===== config.mk =====
export PLATFORM = sky130hd
export DESIGN_NAME = discharge_protect_config
export DESIGN_NICKNAME = d
export VERILOG_FILES = /design/src/logic/disch_prot_pkg.sv /design/src/logic/persist_if.sv /design/src/logic/discharge_protect_config.sv /design/src/logic/persist_timer.sv
export SDC_FILE = /design/constraint.sdc
export NUM_CORES = 1
export LEC_CHECK = 0
export BUFFER_PORTS_ARGS = -buffer_cell sky130_fd_sc_hd__buf_4
export CAP_MARGIN = 40
export CORE_MARGIN = 1
export CORE_UTILIZATION = 28
export DETAILED_ROUTE_END_ITERATION = 7
export GPL_ROUTABILITY_DRIVEN = 0
export PLACE_DENSITY = 0.42
export REMOVE_ABC_BUFFERS = 1
export SYNTH_ARGS = -nofsm -noshare
export SYNTH_HDL_FRONTEND = slang
export SYNTH_SLANG_ARGS = --single-unit
export TNS_END_PERCENT = 30

===== constraint.sdc =====
create_clock -name ref_clk -period 6.23 [get_ports ref_clk]
set_input_delay 1.869 -clock ref_clk [delete_from_list [all_inputs] [get_ports ref_clk]]
set_output_delay 1.869 -clock ref_clk [all_outputs]
set_load 0.01 [all_outputs]

===== src/logic/disch_prot_pkg.sv =====
// constants for the discharge protection configuration register
// How it works
// - overcurrent disable bit low: a timed overcurrent switches the pack off
// - overcurrent disable bit high: no automatic switch-off on overcurrent
// - overcurrent always sets its flag and powers the temp sensor supply
// - bits 6:5 pick overcurrent threshold 0.10, 0.12, 0.14, 0.16 V
// - short disable bit low: a timed short circuit switches the pack off
// - short disable bit high: no automatic switch-off on short circuit
// - short circuit always sets its flag and powers the temp sensor supply
// - bits 3:2 pick short threshold 0.20, 0.35, 0.65, 1.20 V
// - divide low: bits 1:0 pick 160, 320, 640, 1280 ms delay
// - divide high: bits 1:0 pick 2.5, 5, 8, 16 ms delay
// - register keeps its contents through sleep on backup power
// - discharge switch enable cleared on either fault unless disabled
// - short must last 100 us, or 10 ms with long delay set
package disch_prot_pkg;

  // ==========================================================
  // register map
  localparam logic [7:0] cfg_addr      = 8'h05;
  localparam logic [7:0] cfg_reset     = 8'h00;
  localparam int         oc_dis_bit    = 7;
  localparam int         oc_thr_lsb    = 5;
  localparam int         sc_dis_bit    = 4;
  localparam int         sc_thr_lsb    = 2;
  localparam int         oc_dly_lsb    = 0;

  // ==========================================================
  // timing
  localparam int         clk_khz       = 20000;
  localparam int         cnt_w         = 26;
  // delays in microseconds, index = delay code, +4 when divided
  localparam int         oc_delay_us [8] = '{160000, 320000, 640000,
                                             1280000, 2500, 5000, 8000,
                                             16000};
  localparam int         sc_short_us   = 100;
  localparam int         sc_long_us    = 10000;
  localparam int         sc_short_cyc  = sc_short_us * clk_khz / 1000;
  localparam int         sc_long_cyc   = sc_long_us * clk_khz / 1000;

  function automatic logic [cnt_w-1:0] us_to_cyc(input int us);
    us_to_cyc = cnt_w'(longint'(us) * clk_khz / 1000);
  endfunction

endpackage


===== src/logic/persist_if.sv =====
// link between a fault detector and its persistence timer
`timescale 1ns/1ps
interface persist_if;
  logic                                   cond;
  logic [disch_prot_pkg::cnt_w-1:0]       limit;
  logic                                   expired;
  modport owner (output cond, output limit, input expired);
  modport timer (input cond, input limit, output expired);
endinterface


===== src/logic/discharge_protect_config.sv =====
// discharge protection configuration register and fault responses
`timescale 1ns/1ps
module discharge_protect_config #(
  parameter int oc_cyc_0 = disch_prot_pkg::oc_delay_us[0] / 1000
                           * (disch_prot_pkg::clk_khz),
  parameter int oc_cyc_1 = disch_prot_pkg::oc_delay_us[1] / 1000
                           * (disch_prot_pkg::clk_khz),
  parameter int oc_cyc_2 = disch_prot_pkg::oc_delay_us[2] / 1000
                           * (disch_prot_pkg::clk_khz),
  parameter int oc_cyc_3 = disch_prot_pkg::oc_delay_us[3] / 1000
                           * (disch_prot_pkg::clk_khz),
  parameter int oc_cyc_4 = disch_prot_pkg::oc_delay_us[4]
                           * disch_prot_pkg::clk_khz / 1000,
  parameter int oc_cyc_5 = disch_prot_pkg::oc_delay_us[5]
                           * disch_prot_pkg::clk_khz / 1000,
  parameter int oc_cyc_6 = disch_prot_pkg::oc_delay_us[6]
                           * disch_prot_pkg::clk_khz / 1000,
  parameter int oc_cyc_7 = disch_prot_pkg::oc_delay_us[7]
                           * disch_prot_pkg::clk_khz / 1000,
  parameter int sc_long  = disch_prot_pkg::sc_long_cyc
) (
  input  wire logic       ref_clk,
  input  wire logic       rst_n,
  input  wire logic [7:0] reg_addr,
  input  wire logic [7:0] reg_wdata,
  input  wire logic       reg_wr,
  input  wire logic       reg_rd,
  output logic      [7:0] reg_rdata,
  input  wire logic       disch_oc_detect,
  input  wire logic       short_detect,
  input  wire logic       disch_delay_divide,
  input  wire logic       short_long_delay,
  input  wire logic       disch_oc_flag_clr,
  input  wire logic       short_circuit_flag_clr,
  output logic      [1:0] disch_oc_threshold_sel,
  output logic      [1:0] short_threshold_sel,
  output logic            disch_oc_flag,
  output logic            short_circuit_flag,
  output logic            temp_sensor_supply_out,
  output logic            discharge_switch_clear
);

  // ==========================================================
  // configuration register
  // reset only by power-on; sleep has no path here so contents
  // stay on backup power
  logic [7:0] cfg_ff;
  logic [7:0] rdata_ff;
  wire        addr_hit = (reg_addr == disch_prot_pkg::cfg_addr);
  wire        cfg_we   = reg_wr && addr_hit;
  wire  [7:0] nxt_cfg  = cfg_we ? reg_wdata : cfg_ff;
  wire        rd_hit   = reg_rd && addr_hit;
  // read data drops to zero between reads so a stale byte never lingers
  wire  [7:0] nxt_rdata = rd_hit ? cfg_ff : 8'h00;

  always_ff @(posedge ref_clk or negedge rst_n) begin
    if (!rst_n) begin
      cfg_ff <= disch_prot_pkg::cfg_reset;
    end else begin
      cfg_ff <= nxt_cfg;
    end
  end

  always_ff @(posedge ref_clk or negedge rst_n) begin
    if (!rst_n) begin
      rdata_ff <= 8'h00;
    end else begin
      rdata_ff <= nxt_rdata;
    end
  end

  assign reg_rdata = rdata_ff;

  // ==========================================================
  // field decode
  // every 2-bit code in the byte is cut out the same way
  function automatic logic [1:0] field2(input logic [7:0] val,
                                        input int         lsb);
    field2 = val[lsb +: 2];
  endfunction

  wire       oc_auto_off_disable = cfg_ff[disch_prot_pkg::oc_dis_bit];
  wire       short_auto_off_disable = cfg_ff[disch_prot_pkg::sc_dis_bit];
  wire [1:0] disch_oc_delay_sel =
    field2(cfg_ff, disch_prot_pkg::oc_dly_lsb);

  // code goes to the analog comparator reference
  assign disch_oc_threshold_sel =
    field2(cfg_ff, disch_prot_pkg::oc_thr_lsb);
  assign short_threshold_sel =
    field2(cfg_ff, disch_prot_pkg::sc_thr_lsb);

  // ==========================================================
  // delay selection
  wire [2:0] oc_idx = {disch_delay_divide, disch_oc_delay_sel};

  // divide bit and delay code pick one of eight cycle counts
  function automatic logic [disch_prot_pkg::cnt_w-1:0] oc_limit_of(
    input logic [2:0] idx);
    case (idx)
      3'h0:    oc_limit_of = disch_prot_pkg::cnt_w'(oc_cyc_0);
      3'h1:    oc_limit_of = disch_prot_pkg::cnt_w'(oc_cyc_1);
      3'h2:    oc_limit_of = disch_prot_pkg::cnt_w'(oc_cyc_2);
      3'h3:    oc_limit_of = disch_prot_pkg::cnt_w'(oc_cyc_3);
      3'h4:    oc_limit_of = disch_prot_pkg::cnt_w'(oc_cyc_4);
      3'h5:    oc_limit_of = disch_prot_pkg::cnt_w'(oc_cyc_5);
      3'h6:    oc_limit_of = disch_prot_pkg::cnt_w'(oc_cyc_6);
      default: oc_limit_of = disch_prot_pkg::cnt_w'(oc_cyc_7);
    endcase
  endfunction

  wire [disch_prot_pkg::cnt_w-1:0] oc_limit = oc_limit_of(oc_idx);

  wire [disch_prot_pkg::cnt_w-1:0] sc_limit = short_long_delay ?
    disch_prot_pkg::cnt_w'(sc_long) :
    disch_prot_pkg::cnt_w'(disch_prot_pkg::sc_short_cyc);

  // ==========================================================
  // persistence timers
  persist_if oc_pi ();
  persist_if sc_pi ();

  assign oc_pi.cond  = disch_oc_detect;
  assign oc_pi.limit = oc_limit;
  assign sc_pi.cond  = short_detect;
  assign sc_pi.limit = sc_limit;

  persist_timer u_oc_timer (
    .ref_clk (ref_clk),
    .rst_n   (rst_n),
    .pt      (oc_pi)
  );

  persist_timer u_sc_timer (
    .ref_clk (ref_clk),
    .rst_n   (rst_n),
    .pt      (sc_pi)
  );

  // ==========================================================
  // fault events
  // a zero limit never expires, a safe parking value for a timer
  wire oc_event = oc_pi.expired;
  wire sc_event = sc_pi.expired;

  // ==========================================================
  // flags and responses
  logic oc_flag_ff;
  logic sc_flag_ff;
  logic temp_ff;
  logic sw_clr_ff;

  // set beats clear so a fault in the clearing cycle is kept
  wire nxt_oc_flag = oc_event ||
                     (oc_flag_ff && !disch_oc_flag_clr);
  wire nxt_sc_flag = sc_event ||
                     (sc_flag_ff && !short_circuit_flag_clr);
  wire nxt_temp    = nxt_oc_flag || nxt_sc_flag;
  // disable bits only mask the switch-off, never the flags
  wire oc_off_req  = oc_event && !oc_auto_off_disable;
  wire sc_off_req  = sc_event && !short_auto_off_disable;
  wire nxt_sw_clr  = oc_off_req || sc_off_req;

  always_ff @(posedge ref_clk or negedge rst_n) begin
    if (!rst_n) begin
      oc_flag_ff <= 1'b0;
    end else begin
      oc_flag_ff <= nxt_oc_flag;
    end
  end

  always_ff @(posedge ref_clk or negedge rst_n) begin
    if (!rst_n) begin
      sc_flag_ff <= 1'b0;
    end else begin
      sc_flag_ff <= nxt_sc_flag;
    end
  end

  always_ff @(posedge ref_clk or negedge rst_n) begin
    if (!rst_n) begin
      temp_ff <= 1'b0;
    end else begin
      temp_ff <= nxt_temp;
    end
  end

  // level, not pulse: the switch stays off while the fault holds
  always_ff @(posedge ref_clk or negedge rst_n) begin
    if (!rst_n) begin
      sw_clr_ff <= 1'b0;
    end else begin
      sw_clr_ff <= nxt_sw_clr;
    end
  end

  // ==========================================================
  // outputs
  // all leave straight from flip-flops, no decode glitch
  assign disch_oc_flag          = oc_flag_ff;
  assign short_circuit_flag     = sc_flag_ff;
  assign temp_sensor_supply_out = temp_ff;
  assign discharge_switch_clear = sw_clr_ff;

endmodule


===== src/logic/persist_timer.sv =====
// persistence timer: expires once its condition has held for limit cycles
`timescale 1ns/1ps
module persist_timer (
  input  wire logic ref_clk,
  input  wire logic rst_n,
  persist_if.timer  pt
);

  // ==========================================================
  // counter
  logic [disch_prot_pkg::cnt_w-1:0] cnt_ff;
  logic [disch_prot_pkg::cnt_w-1:0] nxt_cnt;
  wire                              at_limit = (cnt_ff >= pt.limit);

  // any gap in the condition restarts the wait
  assign nxt_cnt = !pt.cond ? '0 :
                   at_limit ? cnt_ff :
                   cnt_ff + 1'b1;

  always_ff @(posedge ref_clk or negedge rst_n) begin
    if (!rst_n) begin
      cnt_ff <= '0;
    end else begin
      cnt_ff <= nxt_cnt;
    end
  end

  // limit lowered mid-count still expires at once
  assign pt.expired = pt.cond && at_limit && (pt.limit != '0);

endmodule


==> results.toml, run 1 <==
[job]
cap_violations = 0

[cells_and_area]
final_nets = 547
area_delta_synth_final_pct = 17.7
fillCellCount = 1589
drive_above_1_share_pct = 14.1
final_util_pct = 33.9
diodes = 0

[synth]
yosys_warnings = 0
syn_avg_cell_area_um2 = 9.41
synthArstFlopShare_pct = 100
synth_area_um2 = 4380
ys.flop_type = "dfrtp_1"
synth.lib_cells_used.distinct = 50
synth_seq_cells = 72
synth-seq-area-share_pct = 41.2
synthCells = 465
synth_edf_count = 0

[cts]
clk_pin_slew_ps = 60
cts_buffers = 9
cts.path.max_buffers = 2
cts_tree = "yes"
ctsResizeCount = 0
cts_root_buf = "clkbuf_16"
htree_levels = 3
clock_sinks = 72
cts_hold_buf = 0
clk_latency_ps = 340
cts_setup_buffers = 0

[drt]
drc = 0
via_per_inst = 5.29
dr_total_vias = 3617
antenna_left = 0
wire_per_inst_um = 16.0
drt_first_pass_iters = 5
dr.first_iter.drc_count = 207
drt-total-wl_um = 10900

[global_routing]
antenna_found_initial = 0
grt_start_max_net_pins = 52
overflow = 0
grt_pass1_vias = 3563
grt_usage_pct = 14.6
grt_pass1_wl_um = 18500

[critical_path]
rr_startpoint = "cfg_ff[1]"
worstSetupPathType = "in -> reg"
cp.arrival_ps = 4730
worstReg2RegEnd = "temp_sensor_supply_out"
start_kind = "primary input"
r2r_slack_ps = 2620
r2r_cells = 11
cp-end-kind = "register"
worstPathRequired_ps = 6420
crit_path_max_fanout = 24

[power_and_ir_drop]
leakagePower_nw = 2.31
ir_drop_uv = 141
powerDensity_nw_per_um2 = 210

[timing]
finalCritPeriodShare_pct = 73.0
worst_pin_slew_ps = 758
setup_viol = 0
drv_slew = 0
fin_skew_ps = 6.67
rsz0062_at_grt = "false"
slew_headroom_pct = 49.3
hold_viol = 0
fmax_mhz = 220
fin_crit_ps = 4550
final.setup.tns_ps = 0

[placed_design]
portBuffers = 41
dp_hpwl_um = 7740

[floorplanning]
pin_count = 42
die_x_um = 127
rows = 45
core_um2 = 15200
initial_utilization_pct = 28.8
dieArea_um2 = 16100
dieHeight_um = 127

[hold_path]
min_from = "cfg_ff[4]"
hold_depth = 1
hold_path_class = "reg -> reg"
holdPathEnd = "discharge_switch_clear"

[status]
outcome = "complete, no violations"
worst max path at each step:
stage | start | end | cells after the start
floorplan | disch_delay_divide | u_oc_timer.cnt_ff[10] | 10
global placement | disch_delay_divide | u_oc_timer.cnt_ff[8] | 11
detailed placement | disch_delay_divide | disch_oc_flag | 11
CTS | disch_delay_divide | disch_oc_flag | 11
global route | disch_delay_divide | disch_oc_flag | 11
finish | disch_delay_divide | temp_sensor_supply_out | 11
per-stage QoR:
stage	area, um^2	setup WS, ps	power (mW)	hold slack [ps]	instances
floorplan	4240	1990	0.519	432	436
global placement	4780	1400	0.559	463	665
detailed placement	4850	1310	0.563	466	668
CTS	5150	1680	1.10	482	684
global route	5150	1310	1.13	501	684
finish	5150	1680	1.08	476	684
layout by cell type (no fill, tap or decap), types with 2 or more instances in the layout:
master      count
and3_1         11
o311ai_0        9
nor4b_1         2
mux2_2          8
nand2_1        50
a21oi_1        25
nand4_1        12
and4_1          3
a31oi_1         2
a211oi_1        2
dfrtp_1        72
buf_16          2
a21boi_0        2
inv_1          15
ha_1           30
inv_6           2
o21ai_0        15
clkinvlp_4      2
o21a_1          4
or3_1           3
nor4_1         10
o31ai_1        12
clkbuf_16       9
nand3_1        21
nor3_1          8
nand4b_1        2
or4_1          13
and2_1         20
buf_4          41
mux2i_1        16
nor2_1          9
nor3b_1         3
nor2b_1         4
o41ai_1         9
nand2b_1       29
sequential cells by signal (all words and copies together), names as in the netlist:
register                cells
temp_sensor_supply_out      1
u_sc_timer.cnt_ff          26
short_circuit_flag          1
cfg_ff                      8
discharge_switch_clear      1
u_oc_timer.cnt_ff          26
reg_rdata                   8
disch_oc_flag               1
Yosys cell counts, types with 2 or more instances:
cell	instances	share of area [%]
nand4_1	12	1.7
and2_1	20	2.9
or4_1	13	2.2
and4_1	3	0.60
nor2_1	9	0.77
o311ai_0	9	1.8
o41ai_1	9	1.8
nand2b_1	29	4.1
nor3b_1	3	0.51
ha_1	30	8.6
mux2_2	8	2.1
nand2_1	50	4.3
buf_2	3	0.34
buf_4	4	0.69
dfrtp_1	72	41
mux2i_1	16	3.7
clkbuf_1	20	1.7
inv_1	15	1.3
and3_1	11	1.6
o21a_1	4	0.69
a211oi_1	2	0.34
nand3_1	21	2.4
nor2b_1	4	0.57
or3_1	3	0.43
a21oi_1	25	2.9
nor3_1	8	0.92
nand4b_1	2	0.40
a21boi_0	2	0.34
nor4b_1	2	0.40
a31oi_1	2	0.29
o21ai_0	15	1.7
o31ai_1	12	2.1
nor4_1	10	1.4
cell type report:
cell class	count	area [um^2]	share of cell area [%]
sequential	72	1800	35.0
clock buffer	10	229	4.45
clock inverter	6	67.6	1.31
inverter	16	60.1	1.17
multi-input combinational	348	2380	46.2
tap	188	235	4.57
timing repair buffer	44	378	7.34
layer usage:
layer | part of all wire (%) | track usage (%) | vias up
li1 | - | - | 1772
met1 | 49 | 20.2 | 1772
met2 | 46 | 22.4 | 59
met3 | 3.3 | 2.39 | 14
met4 | 2.0 | 6.30 | 0
met5 | 0 | 0 | -
worst max-delay path, cell delays in order:
cell       delay (ps)
buf_4             140
nor2b_1           200
nand2_1           130
and2_1            190
ha_1              310
nand4_1            90
nor3_1             90
a2111oi_2         440
nand2_1           530
o21ai_0           560
o2111ai_1         180
cell families (layout without fill, tap and decap cells):
group           count (synthesis)  count (layout)  synth area share (%)
simple gates                  205             205                  26.3
compound gates                 89              89                  13.8
flops                          72              72                  41.2
buf+inv                        45              76                  4.46
fa+ha+maj                      30              30                  8.58
mux                            24              24                  5.72
where the power goes:
part	total, mW	switching, mW	internal (mW)
Combinational	0.0717	0.0409	0.0308
Clock	0.530	0.217	0.313
Sequential	0.480	0.00696	0.473
Note: power is estimated with default switching activity, not from simulation.
==> run 2, diff against run 1 <==
clock period = 4.2 ns   (was 6.23 ns; I/O delays follow)
==> run 2 against run 1 <==
Against the previous run: critical path depth unchanged; die area unchanged; utilization increased by 0.13 points; non-clock buffer count increased by 5; total power increased by 49%; clock-buffer cell count increased by 1.
==> results.toml, run 2 (same netlist as run 1, synthesis figures left out) <==
[status]
outcome = "complete, no violations"

[hold_path]
min_from = "cfg_ff[4]"
holdPathEnd = "discharge_switch_clear"
hold_path_class = "reg -> reg"
hold_depth = 1

[critical_path]
cp_top_family = "simple AND/OR/NAND/NOR gates"
cp_slowest_stage_delay_ps = 500
cp.arrival_ps = 3910
crit_start = "disch_delay_divide"
rr_startpoint = "cfg_ff[1]"
worstPathRequired_ps = 4450
cpMaxStageDelayCell = "or4_1"
r2r_cells = 11
start_kind = "primary input"
worstReg2RegEnd = "u_oc_timer.cnt_ff[23]"
crit_path_max_fanout = 16
cp-end-kind = "register"
r2r_slack_ps = 940
worst-path-stages = 11
worstSetupPathType = "in -> reg"
crit_path_cell_trace = "buf_4, nor2b_1, nand2_1, ha_1, nor2b_1, o21ai_0, a31oi_1, o211a_1, buf_4, or4_1, a21oi_1"
path_buf_inv = 2

[cells_and_area]
area_delta_synth_final_pct = 18.2
biggestRegsByFlops = "u_oc_timer.cnt_ff x26, u_sc_timer.cnt_ff x26"
drive_above_1_share_pct = 15.0
final_util_pct = 34.0
final_cell_mix = "dfrtp_1, nand2_1, buf_4"
design_area_um2 = 5170
final_common_cell = "dfrtp_1"
final_nets = 552
diodes = 0
instances_no_fill = 689
fillCellCount = 1563

[global_routing]
grt_pass1_wl_um = 18600
overflow = 0
grt_pass1_vias = 3607
grt_usage_pct = 14.6
grt_start_max_net_pins = 62
antenna_found_initial = 0

[timing]
setup_viol = 0
slew_headroom_pct = 47.5
rsz0062_at_grt = "false"
holdWs_ps = 467
fin_crit_ps = 3660
drv_slew = 0
finalCritPeriodShare_pct = 87.1
hold_viol = 0
setup_ws_ps = 542
final.setup.tns_ps = 0
fmax_mhz = 273
fin_skew_ps = 6.16
worst_pin_slew_ps = 787

[drt]
drt_first_pass_iters = 4
dr_total_vias = 3632
drc = 0
wire_per_inst_um = 15.8
antenna_left = 0
dr.first_iter.drc_count = 151
via_per_inst = 5.27
drt-total-wl_um = 10900

[cts]
cts_setup_buffers = 0
cts_tree = "yes"
clk_pin_slew_ps = 60
cts_hold_buf = 0
ctsResizeCount = 0
cts_buffers = 9
cts_root_buf = "clkbuf_16"
clock_sinks = 72
cts.path.max_buffers = 2
clk_latency_ps = 340
htree_levels = 3

[placed_design]
dp_hpwl_um = 7860
postPlaceCellArea_um2 = 4860
dp_slack_ps = 191
portBuffers = 41
place_inst = 673

[floorplanning]
pin_count = 42
dieArea_um2 = 16100
rows = 45
initial_utilization_pct = 28.8
dieHeight_um = 127
die_x_um = 127
core_um2 = 15200

[power_and_ir_drop]
p_total_mw = 1.61
ir_drop_uv = 242
leakagePower_nw = 2.34
powerDensity_nw_per_um2 = 312

[job]
cap_violations = 0
[run 2: power by group]
group / internal, mW / switching (mW)
registers: 0.702 / 0.0102
clock network: 0.481 / 0.310
logic: 0.0460 / 0.0609
[run 2: worst max path at each step]
stage / slack (ps) / endpoint
6_report: 540 / u_oc_timer.cnt_ff[10]
5_1_grt: 250 / u_oc_timer.cnt_ff[10]
4_1_cts: 560 / u_oc_timer.cnt_ff[10]
3_5_place_dp: 190 / u_oc_timer.cnt_ff[10]
3_3_place_gp: 210 / u_oc_timer.cnt_ff[12]
2_1_floorplan: 570 / u_oc_timer.cnt_ff[10]
[run 2: final cells by class]
type / count / area, um^2 / share of cell area, %
multi-input cells: 348 / 2380 / 46.0
clock buffers: 11 / 243 / 4.70
flip-flops and latches: 72 / 1800 / 34.8
inverters: 16 / 60.1 / 1.16
clock inverters: 5 / 63.8 / 1.23
well taps: 188 / 235 / 4.55
repair buffers: 49 / 388 / 7.50
[run 2: metal layers]
metal | track usage [%] | up-vias | routed length (um)
li1 | - | 1787 | -
met1 | 19.1 | 1783 | 5280
met2 | 24.0 | 50 | 5170
met3 | 3.56 | 12 | 331
met4 | 4.20 | 0 | 130
met5 | 0 | - | 0
[run 2: worst register-to-register path: cells and delay by family, from the launching register on]
family                   cells  cell delay, ps
AO/OA/AOI/OAI                2             600
flip-flops                   1             570
adder cells (fa/ha/maj)      1             310
buffers and inverters        1             140
AND/OR/NAND/NOR              6            1350
multiplexers                 1             220
==> run 3, diff against run 2 <==
==> constraint.sdc (replaced) <==
create_clock -name ref_clk -period 4.2 [get_ports ref_clk]
set_input_delay 0.42 -clock ref_clk [delete_from_list [all_inputs] [get_ports ref_clk]]
set_output_delay 0.42 -clock ref_clk [all_outputs]
set_load 0.01 [all_outputs]
==> run 3 against run 2 <==
Against the previous run: total power shrank 4.5%; via count fell by 1.7%; first-iteration DRC count down 15%; sequential cell count unchanged; non-clock buffer count is 4 lower; utilization down 0.32 points; register-to-register slack lost 150 ps; highest routed layer unchanged.
==> results.toml, run 3 (same netlist as run 1, synthesis figures left out) <==
[global_routing]
grt_pass1_wl_um = 18000
grt_usage_pct = 14.2
grt_pass1_vias = 3402
antenna_found_initial = 0
overflow = 0
grt_start_max_net_pins = 58

[cells_and_area]
drive_above_1_share_pct = 13.9
area_delta_synth_final_pct = 17.0
final_cell_mix = "dfrtp_1, nand2_1, buf_4"
fillCellCount = 1562
final_util_pct = 33.7
final_common_cell = "dfrtp_1"
diodes = 0
final_nets = 548
biggestRegsByFlops = "u_oc_timer.cnt_ff x26, u_sc_timer.cnt_ff x26"

[timing]
rsz0062_at_grt = "false"
hold_viol = 0
fmax_mhz = 293
finalCritPeriodShare_pct = 81.2
slew_headroom_pct = 51.4
worst_pin_slew_ps = 728
fin_crit_ps = 3410
setup_viol = 0
final.setup.tns_ps = 0
fin_skew_ps = 5.19
drv_slew = 0

[hold_path]
hold_path_class = "in -> reg"
hold_depth = 2

[cts]
cts_buffers = 9
clk_latency_ps = 340
clk_pin_slew_ps = 60
htree_levels = 3
cts_setup_buffers = 0
cts_root_buf = "clkbuf_16"
ctsResizeCount = 0
clock_sinks = 72
cts_tree = "yes"
cts.path.max_buffers = 2
cts_hold_buf = 1

[drt]
via_per_inst = 5.23
dr_total_vias = 3569
drt_first_pass_iters = 4
drt-total-wl_um = 10800
dr.first_iter.drc_count = 129
antenna_left = 0
drc = 0
wire_per_inst_um = 15.8

[critical_path]
worstPathRequired_ps = 4450
worstSetupPathType = "reg -> reg"
start_kind = "register"
crit_path_max_fanout = 24
cp-end-kind = "register"
cp.arrival_ps = 3660
r2r_cells = 11

[floorplanning]
core_um2 = 15200
die_x_um = 127
dieArea_um2 = 16100
pin_count = 42
rows = 45
dieHeight_um = 127
initial_utilization_pct = 28.8

[job]
cap_violations = 0

[power_and_ir_drop]
leakagePower_nw = 2.30
p_total_mw = 1.54
powerDensity_nw_per_um2 = 300
ir_drop_uv = 231

[placed_design]
dp_hpwl_um = 7680
portBuffers = 41

[status]
outcome = "complete, no violations"
==> run 3: cell count changes in the layout (fill, tap and decap cells not counted) <==
cell / delta
clkinvlp_4: +2
inv_6: -1
dlygate4sd3_1: +1
clkinv_4: -1
bufinv_16: -1
clkbuf_1: -1
buf_8: +2
buf_4: -7
==> run 3: per-stage QoR <==
stage	hold WS (ps)	worst slack [ps]	instances	instance area, um^2
6_report	299	791	683	5120
3_5_place_dp	315	763	668	4840
5_1_grt	285	389	683	5120
3_3_place_gp	467	870	665	4780
4_1_cts	284	755	683	5120
2_1_floorplan	124	1290	436	4240
==> run 3: path summary, 6_finish.rpt <==
path	from	slack (ps)	end
max	cfg_ff[1]	790	u_oc_timer.cnt_ff[17]
min	disch_oc_flag_clr	300	disch_oc_flag
min reg2reg	cfg_ff[4]	480	discharge_switch_clear
max in group asynchronous	rst_n	3130	cfg_ff[5]
max reg2reg	cfg_ff[1]	790	u_oc_timer.cnt_ff[17]
min in group asynchronous	rst_n	500	u_sc_timer.cnt_ff[8]
==> run 3: metal layers <==
metal	part of all wire (%)	global-route usage, %	vias up
met5	0	0	-
met4	0.70	3.57	0
met3	2.8	3.77	7
met2	46	22.0	42
met1	51	19.7	1744
li1	-	-	1776
==> run 3: critical path: stages (launching register included) <==
cell and delay, ps:
dfrtp_1 530, inv_1 130, nor2_1 160, o21bai_1 110, and2_1 170, ha_1 290, nand4_1 80, nor3_1 80
a2111oi_2 450, nand2_1 520, or4_1 630, a21oi_1 160
==> run 3: cell type report <==
cell class	count	area (um^2)	area share, %
clock inverter	4	31.3	0.611
clock buffer	10	239	4.67
tap	188	235	4.59
inverter	16	60.1	1.17
multi-input combinational	348	2380	46.4
timing repair buffer	45	375	7.33
sequential	72	1800	35.2
==> run 3: where the power goes <==
| group | total (mW) | internal [mW] | leakage (nW) | switching [mW] |
|---|---|---|---|---|
| Clock | 0.718 | 0.411 | 0.123 | 0.307 |
| Combinational | 0.107 | 0.0463 | 1.17 | 0.0610 |
| Sequential | 0.712 | 0.702 | 1.00 | 0.00966 |
| Total | 1.54 | 1.16 | 2.30 | 0.378 |
